### src/rtl/lhc_defs.svh
// Purpose: constants of the LIN slave header control block
// Assumes: byte addresses on a 32-bit AXI4-Lite register bus
// Notes: definitions only
`ifndef LHC_DEFS_SVH
`define LHC_DEFS_SVH

// register byte offsets
`define LHC_OFS_IER 8'h04
`define LHC_OFS_BAUD 8'h24
`define LHC_OFS_ALT 8'h2C
`define LHC_OFS_FUNC 8'h30
`define LHC_OFS_CTL 8'h34
`define LHC_OFS_STAT 8'h38

// control register fields
`define LHC_CTL_SLAVE 0
`define LHC_CTL_HDET 1
`define LHC_CTL_ARS 2
`define LHC_CTL_DUM 3
`define LHC_CTL_MUTE 4
`define LHC_CTL_SHD 8
`define LHC_CTL_HSEL_LO 22
`define LHC_CTL_HSEL_HI 23

// alternate control, status, irq enable, baud fields
`define LHC_ALT_SHD 7
`define LHC_STAT_HDET 0
`define LHC_IER_BUS 8
`define LHC_BAUD_DIV_HI 15
`define LHC_BAUD_MODE_LO 28
`define LHC_BAUD_MODE_HI 29

// function select encoding for the bus function
`define LHC_FUNC_BUS 2'h1

// reset values
`define LHC_RST_WORD 32'h0000_0000
`define LHC_RST_DIV 16'h0000
`define LHC_RST_HSEL 2'h0
`define LHC_RST_FUNC 2'h0

// header lengths in bit times: break+delimiter, +sync, +frame id
`define LHC_BITS_BREAK 6'd14
`define LHC_BITS_SYNC 6'd24
`define LHC_BITS_FULL 6'd34

// axi responses
`define LHC_RESP_OKAY 2'h0
`define LHC_RESP_SLVERR 2'h2

`endif

### src/rtl/lhc_pkg.sv
// Purpose: types of the LIN slave header control block
// Assumes: constants live in lhc_defs.svh
// Notes: nothing here is imported; users write lhc_pkg::name
package lhc_pkg;

  typedef enum logic [1:0] {
    HS_BREAK = 2'b00,
    HS_BREAK_SYNC = 2'b01,
    HS_FULL = 2'b10
  } lhc_head_sel_t;

  typedef enum logic {
    TX_IDLE = 1'b0,
    TX_RUN = 1'b1
  } lhc_tx_state_t;

endpackage : lhc_pkg

### src/rtl/lhc_hdr_tx.sv
// Purpose: times one header transmission in bit ticks
// Assumes: bit_tick_i is a one-cycle pulse per bit time
// Notes: done_o is combinational, high in the last cycle of the run
`timescale 1ns/1ps
`include "lhc_defs.svh"
`default_nettype none

module lhc_hdr_tx (
  input wire logic mclk_i,
  input wire logic srst_i,
  input wire logic start_i,
  input wire logic abort_i,
  input wire logic [1:0] head_sel_i,
  input wire logic bit_tick_i,
  output logic busy_o,
  output logic done_o
);

  lhc_pkg::lhc_tx_state_t state_reg;
  lhc_pkg::lhc_tx_state_t state_next;
  logic [5:0] cnt_reg;
  logic [5:0] cnt_next;
  logic [5:0] len_reg;
  logic [5:0] len_next;
  logic last_w;

  function automatic logic [5:0] hdr_len(input logic [1:0] sel);
    case (sel)
      lhc_pkg::HS_BREAK: hdr_len = `LHC_BITS_BREAK;
      lhc_pkg::HS_BREAK_SYNC: hdr_len = `LHC_BITS_SYNC;
      default: hdr_len = `LHC_BITS_FULL;
    endcase
  endfunction : hdr_len

  assign last_w = bit_tick_i && (cnt_reg == len_reg - 6'd1);
  assign busy_o = (state_reg == lhc_pkg::TX_RUN);
  assign done_o = busy_o && last_w && !abort_i;

  always_comb
  begin
    state_next = state_reg;
    cnt_next = cnt_reg;
    len_next = len_reg;
    case (state_reg)
      lhc_pkg::TX_IDLE:
      begin
        if (start_i)
        begin
          state_next = lhc_pkg::TX_RUN;
          cnt_next = 6'd0;
          len_next = hdr_len(head_sel_i);
        end
      end
      lhc_pkg::TX_RUN:
      begin
        if (abort_i || last_w)
        begin
          state_next = lhc_pkg::TX_IDLE;
        end
        else if (bit_tick_i)
        begin
          cnt_next = cnt_reg + 6'd1;
        end
      end
      default: state_next = lhc_pkg::TX_IDLE;
    endcase
  end

  always_ff @(posedge mclk_i)
  begin
    if (srst_i)
    begin
      state_reg <= lhc_pkg::TX_IDLE;
      cnt_reg <= 6'd0;
      len_reg <= `LHC_BITS_FULL;
    end
    else
    begin
      state_reg <= state_next;
      cnt_reg <= cnt_next;
      len_reg <= len_next;
    end
  end

endmodule : lhc_hdr_tx

`default_nettype wire

### src/rtl/lhc_top.sv
// Purpose: LIN slave header control registers behind an AXI4-Lite slave
// Assumes: uart core inputs are synchronous one-cycle pulses
// Notes: unmapped addresses answer SLVERR and read zero
// Functional notes
// - header send request clears itself when the selected header is sent
// - send request is one bit, seen in both alternate and main control
// - control bit 4 turns mute mode on or off while the bus function is selected
// - method bit clear: divider takes written value unless resync updates it
// - method bit set: divider write waits for the next received character
// - control bit 2 turns slave automatic resync on or off
// - method, resync and header detect act only in slave mode
// - detect enabled: full header received sets the detected flag
// - detected flag with bus irq enable raises the interrupt
// - control bit 0 turns slave mode on or off while the bus function is selected
//
// Design decisions made here: register access over AXI4-Lite and the address map.
`timescale 1ns/1ps
`include "lhc_defs.svh"
`default_nettype none

module lhc_top (
  input wire logic mclk_i,
  input wire logic srst_i,
  input wire logic [7:0] s_axi_awaddr,
  input wire logic s_axi_awvalid,
  output logic s_axi_awready,
  input wire logic [31:0] s_axi_wdata,
  input wire logic [3:0] s_axi_wstrb,
  input wire logic s_axi_wvalid,
  output logic s_axi_wready,
  output logic [1:0] s_axi_bresp,
  output logic s_axi_bvalid,
  input wire logic s_axi_bready,
  input wire logic [7:0] s_axi_araddr,
  input wire logic s_axi_arvalid,
  output logic s_axi_arready,
  output logic [31:0] s_axi_rdata,
  output logic [1:0] s_axi_rresp,
  output logic s_axi_rvalid,
  input wire logic s_axi_rready,
  input wire logic rx_char_done_i,
  input wire logic hdr_rx_done_i,
  input wire logic resync_valid_i,
  input wire logic [15:0] resync_div_i,
  output logic [15:0] baud_div_o,
  output logic [1:0] baud_mode_o,
  output logic [1:0] head_sel_o,
  output logic hdr_tx_start_o,
  output logic hdr_tx_busy_o,
  output logic bit_tick_o,
  output logic mute_en_o,
  output logic slave_en_o,
  output logic auto_resync_en_o,
  output logic hdr_detect_en_o,
  output logic irq_o
);

  // axi slave state
  logic aw_hold_reg;
  logic w_hold_reg;
  logic [7:0] awaddr_reg;
  logic [31:0] wdata_reg;
  logic [3:0] wstrb_reg;
  logic bvalid_reg;
  logic [1:0] bresp_reg;
  logic rvalid_reg;
  logic [31:0] rdata_reg;
  logic [1:0] rresp_reg;

  // register fields
  logic slave_reg;
  logic hdet_en_reg;
  logic ars_reg;
  logic dum_reg;
  logic mute_reg;
  logic shd_reg;
  logic shd_next;
  logic [1:0] hsel_reg;
  logic [1:0] func_reg;
  logic ier_bus_reg;
  logic hdet_flag_reg;
  logic hdet_flag_next;
  logic [15:0] div_reg;
  logic [1:0] mode_reg;
  logic pend_v_reg;
  logic [15:0] pend_div_reg;
  logic [15:0] tick_cnt_reg;

  function automatic logic [31:0] merge(input logic [31:0] old_v, input logic [31:0] new_v,
                                        input logic [3:0] strb);
    integer i;
    merge = old_v;
    for (i = 0; i < 4; i = i + 1)
    begin
      if (strb[i])
      begin
        merge[8*i +: 8] = new_v[8*i +: 8];
      end
    end
  endfunction : merge

  function automatic logic mapped(input logic [7:0] a);
    mapped = (a == `LHC_OFS_IER) || (a == `LHC_OFS_BAUD) || (a == `LHC_OFS_ALT) ||
             (a == `LHC_OFS_FUNC) || (a == `LHC_OFS_CTL) || (a == `LHC_OFS_STAT);
  endfunction : mapped

  // register views
  wire [31:0] ctl_view = {8'h00, hsel_reg, 13'h0000, shd_reg, 3'h0, mute_reg, dum_reg,
                          ars_reg, hdet_en_reg, slave_reg};
  wire [31:0] alt_view = {24'h00_0000, shd_reg, 7'h00};
  wire [31:0] baud_view = {2'h0, mode_reg, 12'h000, div_reg};
  wire [31:0] stat_view = {31'h0000_0000, hdet_flag_reg};
  wire [31:0] ier_view = {23'h00_0000, ier_bus_reg, 8'h00};
  wire [31:0] func_view = {30'h0000_0000, func_reg};

  // write decode
  wire wr_fire = aw_hold_reg && w_hold_reg && !bvalid_reg;
  wire ctl_wr = wr_fire && (awaddr_reg == `LHC_OFS_CTL);
  wire alt_wr = wr_fire && (awaddr_reg == `LHC_OFS_ALT);
  wire baud_wr = wr_fire && (awaddr_reg == `LHC_OFS_BAUD);
  wire stat_wr = wr_fire && (awaddr_reg == `LHC_OFS_STAT);
  wire ier_wr = wr_fire && (awaddr_reg == `LHC_OFS_IER);
  wire func_wr = wr_fire && (awaddr_reg == `LHC_OFS_FUNC);
  wire [31:0] ctl_m = merge(ctl_view, wdata_reg, wstrb_reg);
  wire [31:0] alt_m = merge(alt_view, wdata_reg, wstrb_reg);
  wire [31:0] baud_m = merge(baud_view, wdata_reg, wstrb_reg);
  wire [31:0] ier_m = merge(ier_view, wdata_reg, wstrb_reg);
  wire [31:0] func_m = merge(func_view, wdata_reg, wstrb_reg);

  // read decode
  wire rd_fire = s_axi_arvalid && !rvalid_reg;
  wire [31:0] rd_val = (s_axi_araddr == `LHC_OFS_CTL) ? ctl_view :
                       (s_axi_araddr == `LHC_OFS_ALT) ? alt_view :
                       (s_axi_araddr == `LHC_OFS_BAUD) ? baud_view :
                       (s_axi_araddr == `LHC_OFS_STAT) ? stat_view :
                       (s_axi_araddr == `LHC_OFS_IER) ? ier_view :
                       (s_axi_araddr == `LHC_OFS_FUNC) ? func_view : `LHC_RST_WORD;

  // effective enables
  wire bus_on = (func_reg == `LHC_FUNC_BUS);
  wire slave_eff = slave_reg && bus_on;
  wire ars_eff = slave_eff && ars_reg;
  wire dum_eff = slave_eff && dum_reg;
  wire hdet_eff = slave_eff && hdet_en_reg;
  wire resync_upd = ars_eff && resync_valid_i;

  // header send request, one bit shared by two views
  wire tx_done;
  wire sw_shd_set = (ctl_wr && ctl_m[`LHC_CTL_SHD]) || (alt_wr && alt_m[`LHC_ALT_SHD]);
  wire sw_shd_clr = (ctl_wr && !ctl_m[`LHC_CTL_SHD]) || (alt_wr && !alt_m[`LHC_ALT_SHD]);
  // abort on the clearing write itself, so busy drops at the same edge as the request
  wire shd_abort = !shd_reg || sw_shd_clr;
  assign shd_next = sw_shd_set || (shd_reg && !tx_done && !sw_shd_clr);
  assign hdr_tx_start_o = shd_reg && !hdr_tx_busy_o && !sw_shd_clr;
  assign hdet_flag_next = (hdr_rx_done_i && hdet_eff) ||
                          (hdet_flag_reg && !(stat_wr && wstrb_reg[0] &&
                                              wdata_reg[`LHC_STAT_HDET]));
  assign bit_tick_o = (tick_cnt_reg == 16'h0000);

  lhc_hdr_tx u_hdr_tx (
    .mclk_i(mclk_i),
    .srst_i(srst_i),
    .start_i(hdr_tx_start_o),
    .abort_i(shd_abort),
    .head_sel_i(hsel_reg),
    .bit_tick_i(bit_tick_o),
    .busy_o(hdr_tx_busy_o),
    .done_o(tx_done)
  );

  // axi handshake
  assign s_axi_awready = !aw_hold_reg && !bvalid_reg;
  assign s_axi_wready = !w_hold_reg && !bvalid_reg;
  assign s_axi_bvalid = bvalid_reg;
  assign s_axi_bresp = bresp_reg;
  assign s_axi_arready = !rvalid_reg;
  assign s_axi_rvalid = rvalid_reg;
  assign s_axi_rdata = rdata_reg;
  assign s_axi_rresp = rresp_reg;

  always_ff @(posedge mclk_i)
  begin
    if (srst_i)
    begin
      aw_hold_reg <= 1'b0;
      w_hold_reg <= 1'b0;
      awaddr_reg <= 8'h00;
      wdata_reg <= `LHC_RST_WORD;
      wstrb_reg <= 4'h0;
      bvalid_reg <= 1'b0;
      bresp_reg <= `LHC_RESP_OKAY;
    end
    else
    begin
      if (s_axi_awvalid && s_axi_awready)
      begin
        aw_hold_reg <= 1'b1;
        awaddr_reg <= s_axi_awaddr;
      end
      if (s_axi_wvalid && s_axi_wready)
      begin
        w_hold_reg <= 1'b1;
        wdata_reg <= s_axi_wdata;
        wstrb_reg <= s_axi_wstrb;
      end
      if (wr_fire)
      begin
        aw_hold_reg <= 1'b0;
        w_hold_reg <= 1'b0;
        bvalid_reg <= 1'b1;
        bresp_reg <= mapped(awaddr_reg) ? `LHC_RESP_OKAY : `LHC_RESP_SLVERR;
      end
      else if (bvalid_reg && s_axi_bready)
      begin
        bvalid_reg <= 1'b0;
      end
    end
  end

  always_ff @(posedge mclk_i)
  begin
    if (srst_i)
    begin
      rvalid_reg <= 1'b0;
      rdata_reg <= `LHC_RST_WORD;
      rresp_reg <= `LHC_RESP_OKAY;
    end
    else if (rd_fire)
    begin
      rvalid_reg <= 1'b1;
      rdata_reg <= rd_val;
      rresp_reg <= mapped(s_axi_araddr) ? `LHC_RESP_OKAY : `LHC_RESP_SLVERR;
    end
    else if (rvalid_reg && s_axi_rready)
    begin
      rvalid_reg <= 1'b0;
    end
  end

  // control, status and irq enable
  always_ff @(posedge mclk_i)
  begin
    if (srst_i)
    begin
      slave_reg <= 1'b0;
      hdet_en_reg <= 1'b0;
      ars_reg <= 1'b0;
      dum_reg <= 1'b0;
      mute_reg <= 1'b0;
      shd_reg <= 1'b0;
      hsel_reg <= `LHC_RST_HSEL;
      func_reg <= `LHC_RST_FUNC;
      ier_bus_reg <= 1'b0;
      hdet_flag_reg <= 1'b0;
    end
    else
    begin
      shd_reg <= shd_next;
      hdet_flag_reg <= hdet_flag_next;
      if (ctl_wr)
      begin
        slave_reg <= ctl_m[`LHC_CTL_SLAVE];
        hdet_en_reg <= ctl_m[`LHC_CTL_HDET];
        ars_reg <= ctl_m[`LHC_CTL_ARS];
        dum_reg <= ctl_m[`LHC_CTL_DUM];
        mute_reg <= ctl_m[`LHC_CTL_MUTE];
        hsel_reg <= ctl_m[`LHC_CTL_HSEL_HI:`LHC_CTL_HSEL_LO];
      end
      if (ier_wr)
      begin
        ier_bus_reg <= ier_m[`LHC_IER_BUS];
      end
      if (func_wr)
      begin
        func_reg <= func_m[1:0];
      end
    end
  end

  // baud divider with deferred update
  always_ff @(posedge mclk_i)
  begin
    if (srst_i)
    begin
      div_reg <= `LHC_RST_DIV;
      mode_reg <= 2'h0;
      pend_v_reg <= 1'b0;
      pend_div_reg <= `LHC_RST_DIV;
      tick_cnt_reg <= `LHC_RST_DIV;
    end
    else
    begin
      tick_cnt_reg <= bit_tick_o ? div_reg : tick_cnt_reg - 16'h0001;
      if (baud_wr)
      begin
        mode_reg <= baud_m[`LHC_BAUD_MODE_HI:`LHC_BAUD_MODE_LO];
      end
      if (resync_upd)
      begin
        div_reg <= resync_div_i;
      end
      else if (baud_wr && !dum_eff)
      begin
        div_reg <= baud_m[`LHC_BAUD_DIV_HI:0];
      end
      else if (pend_v_reg && rx_char_done_i)
      begin
        div_reg <= pend_div_reg;
      end
      if (baud_wr && dum_eff)
      begin
        pend_v_reg <= 1'b1;
        pend_div_reg <= baud_m[`LHC_BAUD_DIV_HI:0];
      end
      else if (pend_v_reg && rx_char_done_i && !resync_upd)
      begin
        pend_v_reg <= 1'b0;
      end
    end
  end

  assign baud_div_o = div_reg;
  assign baud_mode_o = mode_reg;
  assign head_sel_o = hsel_reg;
  assign mute_en_o = mute_reg && bus_on;
  assign slave_en_o = slave_eff;
  assign auto_resync_en_o = ars_eff;
  assign hdr_detect_en_o = hdet_eff;
  assign irq_o = hdet_flag_reg && ier_bus_reg;

  property p_shd_self_clear;
    @(posedge mclk_i) disable iff (srst_i)
    (tx_done && !sw_shd_set) |=> (!shd_reg && !hdr_tx_busy_o);
  endproperty
  a_shd_self_clear: assert property (p_shd_self_clear) else $error("send request not cleared");

  property p_alt_sets_shd;
    @(posedge mclk_i) disable iff (srst_i)
    (alt_wr && wstrb_reg[0] && wdata_reg[7]) |=> shd_reg ##1 hdr_tx_busy_o;
  endproperty
  a_alt_sets_shd: assert property (p_alt_sets_shd) else $error("alternate view did not set");

  property p_mute;
    @(posedge mclk_i) disable iff (srst_i)
    (ctl_wr && wstrb_reg[0] && bus_on) |=> (mute_en_o == $past(wdata_reg[4]));
  endproperty
  a_mute: assert property (p_mute) else $error("mute enable wrong");

  property p_div_direct;
    @(posedge mclk_i) disable iff (srst_i)
    (baud_wr && (wstrb_reg[1:0] == 2'h3) && !dum_eff && !resync_upd)
      |=> (baud_div_o == $past(wdata_reg[15:0]));
  endproperty
  a_div_direct: assert property (p_div_direct) else $error("divider not written");

  property p_div_defer;
    @(posedge mclk_i) disable iff (srst_i)
    (baud_wr && dum_eff && !resync_upd && !rx_char_done_i) |=> $stable(baud_div_o);
  endproperty
  a_div_defer: assert property (p_div_defer) else $error("deferred divider changed");

  property p_slave_gate;
    @(posedge mclk_i) disable iff (srst_i)
    !slave_en_o |-> (!auto_resync_en_o && !hdr_detect_en_o && !dum_eff);
  endproperty
  a_slave_gate: assert property (p_slave_gate) else $error("slave gating broken");

  property p_hdet_set;
    @(posedge mclk_i) disable iff (srst_i)
    (hdr_rx_done_i && hdr_detect_en_o) |=> hdet_flag_reg;
  endproperty
  a_hdet_set: assert property (p_hdet_set) else $error("header flag not set");

  property p_irq;
    @(posedge mclk_i) disable iff (srst_i)
    (hdr_rx_done_i && hdr_detect_en_o && ier_bus_reg && !ier_wr) |=> irq_o;
  endproperty
  a_irq: assert property (p_irq) else $error("interrupt not raised");

  property p_busy_reads_one;
    @(posedge mclk_i) disable iff (srst_i)
    hdr_tx_busy_o |-> (shd_reg && ctl_view[8] && alt_view[7]);
  endproperty
  a_busy_reads_one: assert property (p_busy_reads_one) else $error("busy but request low");

endmodule : lhc_top

`default_nettype wire
### config.mk
export PLATFORM = sky130hd
export DESIGN_NAME = lhc_top
export DESIGN_NICKNAME = d
export VERILOG_FILES = /design/src/rtl/lhc_pkg.sv /design/src/rtl/lhc_hdr_tx.sv /design/src/rtl/lhc_top.sv
export VERILOG_INCLUDE_DIRS = /design/src /design/src/rtl
export SDC_FILE = /design/constraint.sdc
export NUM_CORES = 1
export LEC_CHECK = 0
export ABC_AREA = 0
export ABC_CLOCK_PERIOD_IN_PS = 2250
export BUFFER_PORTS_ARGS = -buffer_cell sky130_fd_sc_hd__clkbuf_2
export CORE_ASPECT_RATIO = 0.75
export CORE_UTILIZATION = 45
export DETAILED_ROUTE_END_ITERATION = 8
export PLACE_DENSITY = 0.68
export SYNTH_ARGS = -nofsm -noshare
export SYNTH_HDL_FRONTEND = slang
export SYNTH_HIERARCHICAL = 1
export SYNTH_SLANG_ARGS = --single-unit
### constraint.sdc
create_clock -name mclk_i -period 2.25 [get_ports mclk_i]
set_input_delay 0.225 -clock mclk_i [delete_from_list [all_inputs] [get_ports mclk_i]]
set_output_delay 0.225 -clock mclk_i [all_outputs]
set_load 0.01 [all_outputs]
* Word level (Yosys, flattened, before mapping)
Cells that the tools add are included.
** Cells by class
- Add/subtract/negate cells :: 3
- Reductions and logical operators :: 85
- Eq/ne operators :: 18
- Bitwise logic cells :: 1
- Muxes and demuxes :: 30
** Operators with widths (count)
- $mux 30 :: 3
- $eq 8x6->1 const B :: 10
- $mux 16 :: 4
- $logic_and 1x1->1 :: 41
- $mux 8 :: 3
- $pmux 6 s2 :: 2
- $mux 6 :: 3
- $mux 9 :: 2
- $eq 8x3->1 const B :: 2
- $logic_not 16->1 :: 1
- $logic_or 1x1->1 :: 16
- $sub 16x1->16 const B :: 1
- $logic_not 1->1 :: 14
- $reduce_and 2->1 :: 6
- $mux 1 :: 9
- $add 6x1->6 const B :: 1
- $eq 6x6->1 :: 1
- $mux 2 :: 3
- $ne 2x2->1 const B :: 3
- $reduce_bool 2->1 :: 3
- $sub 6x1->6 const B :: 1
- $eq 2x1->1 const B :: 2
- $reduce_and 3->1 :: 1
- $reduce_bool 3->1 :: 1
- other kinds (4) :: 4
** Word-level totals
- Bits in registers :: 158

* Logic depth before layout (Yosys ltp)
Gate-level depths: netlist of the first run.
- Depth in word-level cells :: 12
- Depth in mapped cells :: 11
- Depth with buffers taken out :: 11

* By module
The synthesis of the first run kept the hierarchy.
** Modules (own cells, without submodules)
- lhc_top :: cells an instance 705, area each 5919.4 um^2, seq. area each 2422.3 um^2, instances 1
- lhc_hdr_tx :: cells an instance 85, area each 725.7 um^2, seq. area each 240.2 um^2, instances 1

* Worst setup path after synthesis of the first run
OpenSTA, ideal clock, no wires.
- Path type :: register to register
- Start :: register wstrb_reg[0]
- End :: register u_hdr_tx.len_reg[1]
- Setup time :: 0.123 ns
- Setup slack :: -0.142 ns
- Arrival :: 2.268 ns
- Data required time :: 2.127 ns
- Cell stages (with the launch flop) :: 12
- Clock period less this slack :: 2.392 ns
- Cells stage by stage :: dfxtp_1 > clkbuf_1 > clkbuf_1 > nand2_1 > o21ai_0 > o221ai_1 > nor2_1 > nand2b_1 > clkbuf_1 > nor3b_1 > a21oi_1 > or2_2
** On the way
- Longest elaborated chain between the ends :: 7
** RTL lines
- from (decl) :: RTL line lhc_top.sv:63 : logic [3:0] wstrb_reg;
- from (signal assigned) :: RTL line lhc_top.sv:204 : wstrb_reg <= s_axi_wstrb;
- $mux 8 :: RTL line lhc_top.sv:95 : if (strb[i])
- $logic_not 1->1 :: RTL line lhc_top.sv:150 : wire sw_shd_clr = (ctl_wr && !ctl_m[`LHC_CTL_SHD]) || (alt_wr && !alt_m[`LHC_ALT_SHD]);
- $logic_and 1x1->1 :: RTL line lhc_top.sv:150
- $logic_or 1x1->1 :: RTL line lhc_top.sv:150
- $logic_not 1->1 :: RTL line lhc_top.sv:154 : assign hdr_tx_start_o = shd_reg && !hdr_tx_busy_o && !sw_shd_clr;
- $logic_and 1x1->1 :: RTL line lhc_top.sv:154
- via hdr_tx_start_o :: RTL line lhc_top.sv:48 : output logic hdr_tx_start_o,
- $reduce_and 2->1 (no source line)
- to (signal assigned) :: RTL line lhc_hdr_tx.sv:75 : len_reg <= `LHC_BITS_FULL;
- to (signal assigned) :: RTL line lhc_hdr_tx.sv:81 : len_reg <= len_next;
- to (decl) :: RTL line lhc_hdr_tx.sv:23 : logic [5:0] len_reg;
The timed path passes the listed nets, and every way through them passes these cells.
A chain may end at the register's enable or synchronous reset.

* Final worst setup path of the first run
- Start :: register u_hdr_tx.len_reg[1]
- End :: register u_hdr_tx.cnt_reg[5]
** On the way
- Longest elaborated chain between the ends :: 6
** RTL lines
- $sub 6x1->6 :: RTL line lhc_hdr_tx.sv:35 : assign last_w = bit_tick_i && (cnt_reg == len_reg - 6'd1);
- $eq 6x6->1 :: RTL line lhc_hdr_tx.sv:35
- $logic_and 1x1->1 :: RTL line lhc_hdr_tx.sv:35
- $logic_or 1x1->1 :: RTL line lhc_hdr_tx.sv:56 : if (abort_i || last_w)
- $ne 2x2->1 (no source line)
- $reduce_and 3->1 (no source line)
- to (signal assigned) :: RTL line lhc_hdr_tx.sv:80 : cnt_reg <= cnt_next;
- to (decl) :: RTL line lhc_hdr_tx.sv:21 : logic [5:0] cnt_reg;
Every way passes these cells.

==> results of run 1 <==
routing by layer:
metal | global-route usage, % | up-vias | share of wire [%]
met2 | 38.9 | 269 | 43
met3 | 5.58 | 21 | 7.4
li1 | - | 3158 | -
met5 | 0 | - | 0
met1 | 38.9 | 3075 | 48
met4 | 7.91 | 0 | 1.3
power groups by stage:
stage	clock network [mW]	registers, mW	logic (mW)
6_report	2.96	2.71	1.67
5_1_grt	3.08	2.73	1.83
4_1_cts	2.99	2.69	1.63
3_5_place_dp	0	2.74	1.61
3_3_place_gp	0	2.74	1.60
2_1_floorplan	0	2.74	1.08
cell type report:
class,count,area [µm²],share of cell area (%)
multi-input cells,558,3580,43.2
flip-flops and latches,133,2670,32.2
repair buffers,175,1010,12.2
clock buffers,18,439,5.29
well taps,200,250,3.02
clock inverters,14,188,2.26
inverters,40,150,1.81
metrics by stage:
step	utilization (%)	hold WS (ps)	power, mW
2_1_floorplan	-	325	3.81
3_3_place_gp	52.6	441	4.34
3_5_place_dp	52.6	447	4.35
4_1_cts	57.0	7.29	7.30
5_1_grt	57.4	11.1	7.63
6_report	57.4	7.93	7.34
synth_stat cells, drive strengths merged (4+ instances only):
cell type  number
and2           11
nand2b          5
or3             6
mux2i           6
nand3          23
ha              4
mux2           18
nor2b           5
or4             4
nor2           38
a22oi          12
a2bb2oi        14
nand2          85
o21ai          24
buf            32
a21oi          87
nor4            9
o221ai         15
o31ai          10
o2111ai        15
dfxtp         133
xor2            5
a211oi          7
xnor2          11
clkbuf         40
a311oi          4
inv            40
nor3           45
nand4          15
a31oi          19
repair_timing:
| action | in CTS | in global routing |
|---|---|---|
| gates cloned | 0 | 1 |
| pin swaps | 0 | 7 |
| resized for setup | 3 | 12 |
| buffers inserted | 0 | 1 |
| setup endpoints to repair | 3 | 9 |
tightest hold or removal path, stage by stage:
cell	delay (ps)
clkbuf_2	80
nand2_1	40
a21oi_1	50
cell families (layout without fill, tap and decap cells):
kind of cell	after synthesis	in the layout
muxes	24	24
buffers and inverters	112	247
DFF	133	133
adders and majority gates	4	4
xor gates and xnor gates	16	16
AOI/OAI and AO/OA	232	232
other	1	14
and+or+nand+nor	268	268
how the worst max path moves through the flow:
stage,start,end,slack [ps],cells past startpoint
global placement,awaddr_reg[1]$_SDFFE_PP0P_,u_hdr_tx/cnt_reg[2]$_SDFFE_PP0P_,60,7
global route,u_hdr_tx/len_reg[1]$_SDFFE_PP1P_,u_hdr_tx/cnt_reg[3]$_SDFFE_PP0P_,-8,8
floorplan,s_axi_bvalid$_SDFFE_PP0P_,u_hdr_tx/len_reg[1]$_SDFFE_PP1P_,-50,10
finish,u_hdr_tx/len_reg[1]$_SDFFE_PP1P_,u_hdr_tx/cnt_reg[5]$_SDFFE_PP0P_,100,8
CTS,tick_cnt_reg[0]$_SDFF_PP0_,u_hdr_tx/cnt_reg[3]$_SDFFE_PP0P_,-2,10
detailed placement,u_hdr_tx/len_reg[1]$_SDFFE_PP1P_,u_hdr_tx/cnt_reg[5]$_SDFFE_PP0P_,20,8
layout by cell type, fill, tap and decap left out, types with 4 or more instances in the layout:
cell type,instances
nand2b_1,5
a2bb2oi_1,4
clkbuf_2,119
o31ai_1,9
a31oi_1,19
nand3_1,22
nand2_1,85
nor3_1,43
nor2b_1,4
nor4_1,6
a22oi_1,12
o21ai_0,23
xnor2_1,11
o221ai_1,14
dfxtp_2,6
dfxtp_1,127
mux2i_1,6
o2111ai_1,15
inv_6,5
a311oi_1,4
xor2_1,5
conb_1,14
clkbuf_16,17
buf_4,55
a2bb2oi_2,10
mux2_2,18
and2_1,10
nand4_1,15
inv_1,38
a21oi_1,87
a211oi_1,7
nor2_1,37
==> impl_metrics.env, run 1 <==
export IMPL_overflow=0
export IMPL_grt_pass1_wl_um=31200
export IMPL_min_path_cells=3
export IMPL_synth_area_leaders="dfxtp_1 40%, a21oi_1 6.6%, nand2_1 4.8%"
export IMPL_period_needed_ps=2150
export IMPL_syn_inst=790
export IMPL_dp_worst_setup_slack_ps=19.7
export IMPL_ys_ff_latch=133
export IMPL_maxCapViolations=0
export IMPL_synth_fa_ha_area_share_pct=0.753
export IMPL_portBuffers=120
export IMPL_areaGrowthSynthToFinish_pct=24.8
export IMPL_worstSetupPathType="reg2reg"
export IMPL_synth_area_per_cell_um2=8.41
export IMPL_clk_pin_slew_ps=60
export IMPL_p_int_mw=5.09
export IMPL_p_leak_nw=3.28
export IMPL_stdcell_area_um2=8290
export IMPL_rows=38
export IMPL_wl_per_cell_um=17.5
export IMPL_p_clk_share_pct=40.4
export IMPL_core_um2=14500
export IMPL_cp_start_kind="flop"
export IMPL_power_frac_comb_pct=22.7
export IMPL_initial_core_util_pct=46.0
export IMPL_cts_tree="built"
export IMPL_switching_share_pct=30.7
export IMPL_clock_skew_ps=11.9
export IMPL_fill_cells=1347
export IMPL_synth_top_cell_area_share_pct=40.1
export IMPL_ys_types=77
export IMPL_critPathArrivalTime_ps=2480
export IMPL_gp_congestion=0.897
export IMPL_dp_hpwl_um=14100
export IMPL_dpl_cell_area_um2=7600
export IMPL_antenna_found_initial=0
export IMPL_yosys_area_top_type="dfxtp_1"
export IMPL_r2r_end="u_hdr_tx/cnt_reg[5]$_SDFFE_PP0P_"
export IMPL_drc=0
export IMPL_cts_sinks=133
export IMPL_clock_latency_ps=420
export IMPL_slowest_stage="a2111oi_4"
export IMPL_synthMuxAreaShare_pct=3.95
export IMPL_slew_headroom_pct=56.2
export IMPL_dp_cells=1104
export IMPL_seq_area_frac_synth_pct=40.1
export IMPL_max_stage_delay_ps=430
export IMPL_hold_path_endpoint="awaddr_reg[4]$_SDFFE_PP0P_"
export IMPL_rrSetupSlack_ps=100
export IMPL_ir_drop_v=0.000582
export IMPL_diodes=0
export IMPL_synth_compound_area_share_pct=24.4
export IMPL_boundaryPins=147
export IMPL_yosys_area_share_simple_pct=21.1
export IMPL_viasPerCell=5.73
export IMPL_fin_ws_ps=95.1
export IMPL_vias=6523
export IMPL_setup_viol=0
export IMPL_switchingPower_mw=2.25
export IMPL_hold_viol=0
export IMPL_drtPass1Iterations=5
export IMPL_cts_htree_levels=4
export IMPL_slew_violations=0
export IMPL_synth_top_family_by_area="compound AO/OA/AOI/OAI gates"
export IMPL_hold_path_class="in2reg"
export IMPL_cts_hold_buf=0
export IMPL_finalSetupTns_ps=0
export IMPL_nets=1007
export IMPL_stdcell_count=1138
export IMPL_cp_cell_sequence="inv_2 > ha_4 > o21ba_1 > a221o_1 > a2111oi_4 > buf_4 > o31ai_1 > a311oi_1"
export IMPL_worst_pin_slew_ps=656
export IMPL_drtAntennaViolNets=0
export IMPL_synthXorXnorAreaFrac_pct=2.11
export IMPL_reg2reg_depth=8
export IMPL_p_seq_share_pct=36.9
export IMPL_grt_total_usage_pct=26.6
export IMPL_fin_crit_sh_pct=95.8
export IMPL_synthArstFlopShare_pct=0
export IMPL_die_w_um=142
export IMPL_worstReg2RegStart="u_hdr_tx/len_reg[1]$_SDFFE_PP1P_"
export IMPL_synth_area_um2=6650
export IMPL_fmaxAchievable_mhz=464
export IMPL_worst_path_buf_inv=2
export IMPL_clockBufferDepth=2
export IMPL_cp_required_ps=2580
export IMPL_outcome="complete, no violations"
export IMPL_worstPathMaxFanout=5
export IMPL_grt_max_degree=37
export IMPL_cpLargestDelayFamily="compound AO/OA/AOI/OAI gates"
export IMPL_worstHoldStart="s_axi_awaddr[4]"
export IMPL_routed_wl_um=19900
export IMPL_root_buffer="clkbuf_16"
export IMPL_ys_warn_count=6
export IMPL_drtIter0Drc=549
export IMPL_dieHeight_um=107
export IMPL_powerDensity_nw_per_um2=885
export IMPL_die_area_um2=15300
export IMPL_synth_ff_type="dfxtp_1"
export IMPL_cts_buffers=17
export IMPL_cp_end_kind="flop"
export IMPL_drive_gt1_share_pct=28.7
export IMPL_grt_pass1_vias=5899
export IMPL_synth_edff_count=0
Power figures use the tool's default switching activity.
==> run 2: changes to the inputs <==
--- a/config.mk
+++ b/config.mk
@@ -11,9 +11,9 @@
 export BUFFER_PORTS_ARGS = -buffer_cell sky130_fd_sc_hd__clkbuf_2
 export CORE_ASPECT_RATIO = 0.75
 export CORE_UTILIZATION = 45
+export CTS_BUF_LIST = sky130_fd_sc_hd__clkbuf_4
 export DETAILED_ROUTE_END_ITERATION = 8
 export PLACE_DENSITY = 0.68
 export SYNTH_ARGS = -nofsm -noshare
 export SYNTH_HDL_FRONTEND = slang
-export SYNTH_HIERARCHICAL = 1
 export SYNTH_SLANG_ARGS = --single-unit
==> run 2 against run 1 <==
Against the previous run: the run now ends with setup timing left; cell area fell by 1.2%; clock skew rose by 1.6 ps; clock power fell by 49%; total power fell by 22%; worst hold slack improved by 88 ps.
==> impl_metrics.env, run 2 <==
export IMPL_antenna_found_initial=0
export IMPL_wl_per_cell_um=16.4
export IMPL_hold_viol=0
export IMPL_synth_area_leaders="dfxtp_1 41%, nand2_1 7.2%, a21oi_1 5.9%"
export IMPL_cts_sinks=133
export IMPL_areaGrowthSynthToFinish_pct=26.7
export IMPL_critPathArrivalTime_ps=2130
export IMPL_stdcell_count=1121
export IMPL_dieHeight_um=106
export IMPL_synthArstFlopShare_pct=0
export IMPL_fin_ws_ps=-107
export IMPL_drc=0
export IMPL_overflow=0
export IMPL_fill_cells=1239
export IMPL_drive_gt1_share_pct=25.9
export IMPL_synth_area_um2=6470
export IMPL_grt_pass1_wl_um=29000
export IMPL_cp_end_kind="output port"
export IMPL_portBuffers=120
export IMPL_drtPass1Iterations=5
export IMPL_powerDensity_nw_per_um2=703
export IMPL_vias=6223
export IMPL_synth_top_cell_area_share_pct=41.1
export IMPL_cp_cell_sequence="or4b_4 > buf_4 > o31a_4 > nand2_8 > nor2_1 > clkbuf_2"
export IMPL_clockBufferDepth=2
export IMPL_outcome="finished with violations"
export IMPL_root_buffer="clkbuf_4"
export IMPL_netlist_top_cells_count="133 x dfxtp_1, 124 x nand2_1, 79 x nor2_1"
export IMPL_initial_core_util_pct=46.6
export IMPL_dp_worst_setup_slack_ps=62.1
export IMPL_ys_warn_count=0
export IMPL_clock_latency_ps=530
export IMPL_diodes=0
export IMPL_cpLargestDelayFamily="simple AND/OR/NAND/NOR gates"
export IMPL_synth_edff_count=0
export IMPL_drtAntennaViolNets=0
export IMPL_fin_crit_sh_pct=105
export IMPL_final_seq_area_um2=2670
export IMPL_maxCapViolations=0
export IMPL_cp_required_ps=2030
export IMPL_rsz0062_at_grt="yes"
export IMPL_final_cell_mix="128 x dfxtp_1, 122 x nand2_1, 119 x clkbuf_2"
export IMPL_grt_max_degree=67
export IMPL_routed_wl_um=18400
export IMPL_rrSetupSlack_ps=-100
export IMPL_dp_hpwl_um=12000
export IMPL_yosysMostFrequentCell="dfxtp_1"
export IMPL_fmaxAchievable_mhz=424
export IMPL_die_w_um=140
export IMPL_syn_inst=749
export IMPL_grt_pass1_vias=5716
export IMPL_viasPerCell=5.55
export IMPL_slew_violations=0
export IMPL_ys_types=66
export IMPL_slowest_stage="or4b_4"
export IMPL_worst_pin_slew_ps=730
export IMPL_max_stage_delay_ps=560
export IMPL_worstSetupPathType="reg2out"
export IMPL_cts_htree_levels=4
export IMPL_cts_buffers=17
export IMPL_core_um2=13900
export IMPL_hold_path_class="in2reg"
export IMPL_die_area_um2=14900
export IMPL_synth_ff_type="dfxtp_1"
export IMPL_boundaryPins=147
export IMPL_grt_total_usage_pct=24.8
export IMPL_setup_viol=31
export IMPL_multi_input_area_um2=3490
export IMPL_worstPathMaxFanout=5
export IMPL_period_needed_ps=2360
export IMPL_cp_start_kind="flop"
export IMPL_worst_path_buf_inv=2
export IMPL_rows=37
export IMPL_finalSetupTns_ps=-1510
export IMPL_gp_congestion=0.921
export IMPL_synth_area_per_cell_um2=8.64
export IMPL_nets=1016
export IMPL_ir_drop_v=0.000392
export IMPL_seq_area_frac_synth_pct=41.1
export IMPL_ys_ff_latch=133
export IMPL_p_leak_nw=3.25
export IMPL_layout_commonest_cell="dfxtp_1"
export IMPL_yosys_area_top_type="dfxtp_1"
export IMPL_slew_headroom_pct=51.3
export IMPL_clock_skew_ps=13.5
export IMPL_dp_cells=1025
export IMPL_drtIter0Drc=404
export IMPL_cts_tree="built"
export IMPL_violations="setup timing"
export IMPL_clk_pin_slew_ps=110
-- run 2: worst paths after layout --
check                               startpoint  cells past startpoint                            to
setup / recovery    awaddr_reg[4]$_SDFFE_PP0P_                      6                hdr_tx_start_o
hold / removal                 s_axi_araddr[3]                      3   s_axi_rdata[0]$_SDFFE_PP0P_
setup reg to reg    awaddr_reg[4]$_SDFFE_PP0P_                      8    baud_div_o[6]$_SDFFE_PP0P_
hold reg to reg   s_axi_rdata[28]$_SDFFE_PP0P_                      2  s_axi_rdata[28]$_SDFFE_PP0P_
-- run 2: final cells by class --
class | instances | share of cell area (%)
clock buffers | 19 | 1.74
well taps | 175 | 2.67
clock inverters | 12 | 1.39
inverters | 7 | 0.321
flip-flops and latches | 133 | 32.6
multi-input cells | 559 | 42.6
repair buffers | 216 | 18.7
-- run 2: power breakdown --
part	switching (mW)	internal (mW)	total [mW]
Clock	0.865	0.658	1.52
Combinational	0.767	0.713	1.48
Sequential	0.212	2.55	2.76
-- run 2: cells by family (layout without fill, tap and decap cells) --
group	count (synthesis)	count (layout)	share of synthesized area, %
xor+xnor	17	17	2.30
flops	133	133	41.1
simple gates	313	313	23.7
fa+ha+maj	4	4	0.773
other cells	1	14	0.0579
mux	38	38	6.03
compound gates	173	173	18.6
buf+inv	70	254	7.44
-- run 2: stage by stage --
stage	cell area, µm²	util, %	power (mW)	hold WS, ps
finish	8200	59.0	5.76	96.2
CTS	8020	57.8	5.67	59.7
floorplan	6520	-	3.73	324
detailed placement	7150	51.5	4.05	414
global placement	7150	51.5	4.03	411
global route	8200	59.0	6.08	98.3
-- run 2: per-layer routing --
layer  vias up  GRT usage (%)  share of wire (%)
met4         0           6.29               0.84
met1      2954           35.4                 49
li1       3018              -                  -
met5         -              0                  0
met2       237           38.2                 45
met3        14           4.95                5.9
-- run 2: repair_timing --
item / CTS / global route
cloned: 0 / 2
hold buffers: 53 / 0
gates resized for setup: 8 / 23
pin swaps: 3 / 26
endpoints found under the setup margin: 2 / 39
endpoints found under the hold margin: 52 / 0
buffers inserted: 4 / 6
-- run 2: worst min-delay path: cells and delay by family --
| kind | cells | cell delay (ps) |
|---|---|---|
| buffers and inverters | 1 | 150 |
| AO/OA/AOI/OAI | 2 | 200 |
==> run 3: changes to the inputs <==
--- a/config.mk
+++ b/config.mk
@@ -8,7 +8,7 @@
 export LEC_CHECK = 0
 export ABC_AREA = 0
 export ABC_CLOCK_PERIOD_IN_PS = 2250
-export BUFFER_PORTS_ARGS = -buffer_cell sky130_fd_sc_hd__clkbuf_2
+export BUFFER_PORTS_ARGS = -buffer_cell sky130_fd_sc_hd__buf_2
 export CORE_ASPECT_RATIO = 0.75
 export CORE_UTILIZATION = 45
 export CTS_BUF_LIST = sky130_fd_sc_hd__clkbuf_4
==> run 3 against run 2 <==
Against the previous run: the run still ends with setup timing left; cell area up 4.8%; routed wire length up 3.8%; critical path depth rose by 3; via count is 1.5% higher; worst setup slack improved by 9.9 ps; sequential cell count stayed put; non-clock buffer count increased by 16; clock skew is 4.1 ps higher; global-route usage fell by 0.20 points; critical endpoint is now pend_div_reg[1]$_SDFFE_PP0P_.
==> impl_metrics.env, run 3 (synthesis results as in run 2) <==
export IMPL_outcome="finished with violations"
export IMPL_violations="setup timing"
export IMPL_p_seq_share_pct=43.3
export IMPL_drtPass1Iterations=4
export IMPL_core_um2=13900
export IMPL_path_common_cell="buf_6"
export IMPL_ir_drop_v=0.000355
export IMPL_die_w_um=140
export IMPL_clock_latency_ps=540
export IMPL_drtIter0Drc=321
export IMPL_period_needed_ps=2350
export IMPL_slowest_stage="or4b_4"
export IMPL_grt_pass1_vias=5586
export IMPL_stdcell_area_um2=8590
export IMPL_antenna_found_initial=0
export IMPL_powerDensity_nw_per_um2=738
export IMPL_p_leak_nw=3.44
export IMPL_routed_wl_um=19100
export IMPL_vias=6318
export IMPL_slew_violations=0
export IMPL_cp_cell_sequence="or4b_4 > buf_6 > nor4_4 > buf_4 > buf_12 > nor2b_2 > buf_6 > mux2i_1 > nor2_1"
export IMPL_drtAntennaViolNets=0
export IMPL_drc=0
export IMPL_max_stage_delay_ps=550
export IMPL_power_frac_comb_pct=24.7
export IMPL_dp_hpwl_um=11900
export IMPL_rows=37
export IMPL_layout_commonest_cell="dfxtp_1"
export IMPL_worstPathMaxFanout=9
export IMPL_cts_htree_levels=4
export IMPL_switchingPower_mw=1.89
export IMPL_p_clk_share_pct=32.1
export IMPL_fill_cells=1181
export IMPL_grt_max_degree=73
export IMPL_root_buffer="clkbuf_4"
export IMPL_grt_pass1_wl_um=28600
export IMPL_final_seq_area_um2=2670
export IMPL_worst_pin_slew_ps=759
export IMPL_diodes=0
export IMPL_nets=1034
export IMPL_finalSetupTns_ps=-524
export IMPL_initial_core_util_pct=46.6
export IMPL_p_total_mw=6.34
export IMPL_slew_headroom_pct=49.4
export IMPL_critPathArrivalTime_ps=2750
export IMPL_cts_buffers=17
export IMPL_viasPerCell=5.54
export IMPL_switching_share_pct=29.7
export IMPL_worstSetupPathType="reg2reg"
export IMPL_portBuffers=120
export IMPL_cts_sinks=133
export IMPL_worst_path_buf_inv=4
export IMPL_maxCapViolations=0
export IMPL_hold_viol=0
export IMPL_areaGrowthSynthToFinish_pct=32.8
export IMPL_fmaxAchievable_mhz=426
export IMPL_multi_input_area_um2=3580
export IMPL_dp_worst_setup_slack_ps=56.8
export IMPL_fin_crit_sh_pct=104
export IMPL_boundaryPins=147
export IMPL_grt_total_usage_pct=24.6
export IMPL_setup_viol=11
export IMPL_cp_required_ps=2650
export IMPL_overflow=0
export IMPL_cts_tree="built"
export IMPL_cpLargestDelayFamily="simple AND/OR/NAND/NOR gates"
export IMPL_die_area_um2=14900
export IMPL_final_cell_mix="128 x dfxtp_1, 122 x nand2_1, 119 x buf_2"
export IMPL_gp_congestion=0.900
export IMPL_dpl_cell_area_um2=7160
export IMPL_fin_ws_ps=-97.4
export IMPL_p_int_mw=4.46
export IMPL_rsz0062_at_grt="yes"
export IMPL_final_util_pct=61.9
export IMPL_cp_start_kind="flop"
export IMPL_cp_end_kind="flop"
export IMPL_hold_path_class="in2reg"
export IMPL_clock_skew_ps=17.7
export IMPL_dieHeight_um=106
export IMPL_drive_gt1_share_pct=28.0
export IMPL_clk_pin_slew_ps=120
export IMPL_clockBufferDepth=2
export IMPL_wl_per_cell_um=16.8
==> run 3: changes by cell type in the layout (fill, tap and decap cells not counted), moves of 3 or more <==
cell       change
a21oi_1        -3
buf_6          +5
buf_4          +8
clkinv_1       -3
buf_2        +118
bufinv_16      +4
clkbuf_2     -119
==> run 3: layout make-up <==
type | instances | area share (%)
flip-flops and latches | 133 | 31.1
clock inverters | 13 | 2.68
repair buffers | 232 | 20.1
well taps | 175 | 2.55
inverters | 7 | 0.306
multi-input cells | 561 | 41.7
clock buffers | 19 | 1.66
==> run 3: final timing paths <==
kind,from,end,slack [ps],cells after the start
worst max register to register,awaddr_reg[4]$_SDFFE_PP0P_,pend_div_reg[1]$_SDFFE_PP0P_,-100,9
worst min-delay path,s_axi_araddr[0],s_axi_rdata[7]$_SDFFE_PP0P_,70,4
worst min register to register,s_axi_rdata[10]$_SDFFE_PP0P_,s_axi_rdata[10]$_SDFFE_PP0P_,460,2
worst max-delay path,awaddr_reg[4]$_SDFFE_PP0P_,pend_div_reg[1]$_SDFFE_PP0P_,-100,9
==> run 3: through the flow <==
stage / hold slack [ps] / std cells
after floorplan: 324 / 762
after global placement: 412 / 1024
after detailed placement: 422 / 1024
after CTS: 22.9 / 1114
after global routing: 51.7 / 1140
final: 66.4 / 1140
==> run 3: worst register-to-register path: stages, from the launching register on <==
cell and delay [ps]:
dfxtp_2 340, or4b_4 550, buf_6 140, nor4_4 110, buf_4 180, buf_12 130
nor2b_2 250, buf_6 200, mux2i_1 250, nor2_1 60
==> run 3: power by group through the flow <==
stage,Sequential [mW],Clock [mW],Combinational [mW]
floorplan,2.76,0,0.973
global placement,2.78,0,1.26
detailed placement,2.77,0,1.27
CTS,2.73,2.06,1.38
global route,2.77,2.17,1.73
finish,2.74,2.03,1.56
==> run 3: timing repair <==
| item | 4_1_cts | 5_1_grt |
|---|---|---|
| hold buffers | 53 | 0 |
| setup buffers | 5 | 20 |
| gates cloned | 0 | 6 |
| resized for setup | 8 | 41 |
| endpoints found under the setup margin | 2 | 38 |
| pin swaps | 3 | 22 |
| hold endpoints to repair | 52 | 0 |
==> run 3: routing by layer <==
metal  global-route usage (%)  routed length (µm)  vias to the layer above
met5                        0                   0                        -
met4                     5.98                 218                        0
met3                     4.63                1110                       20
met2                     37.4                8380                      209
met1                     35.9                9420                     3026
li1                         -                   -                     3063
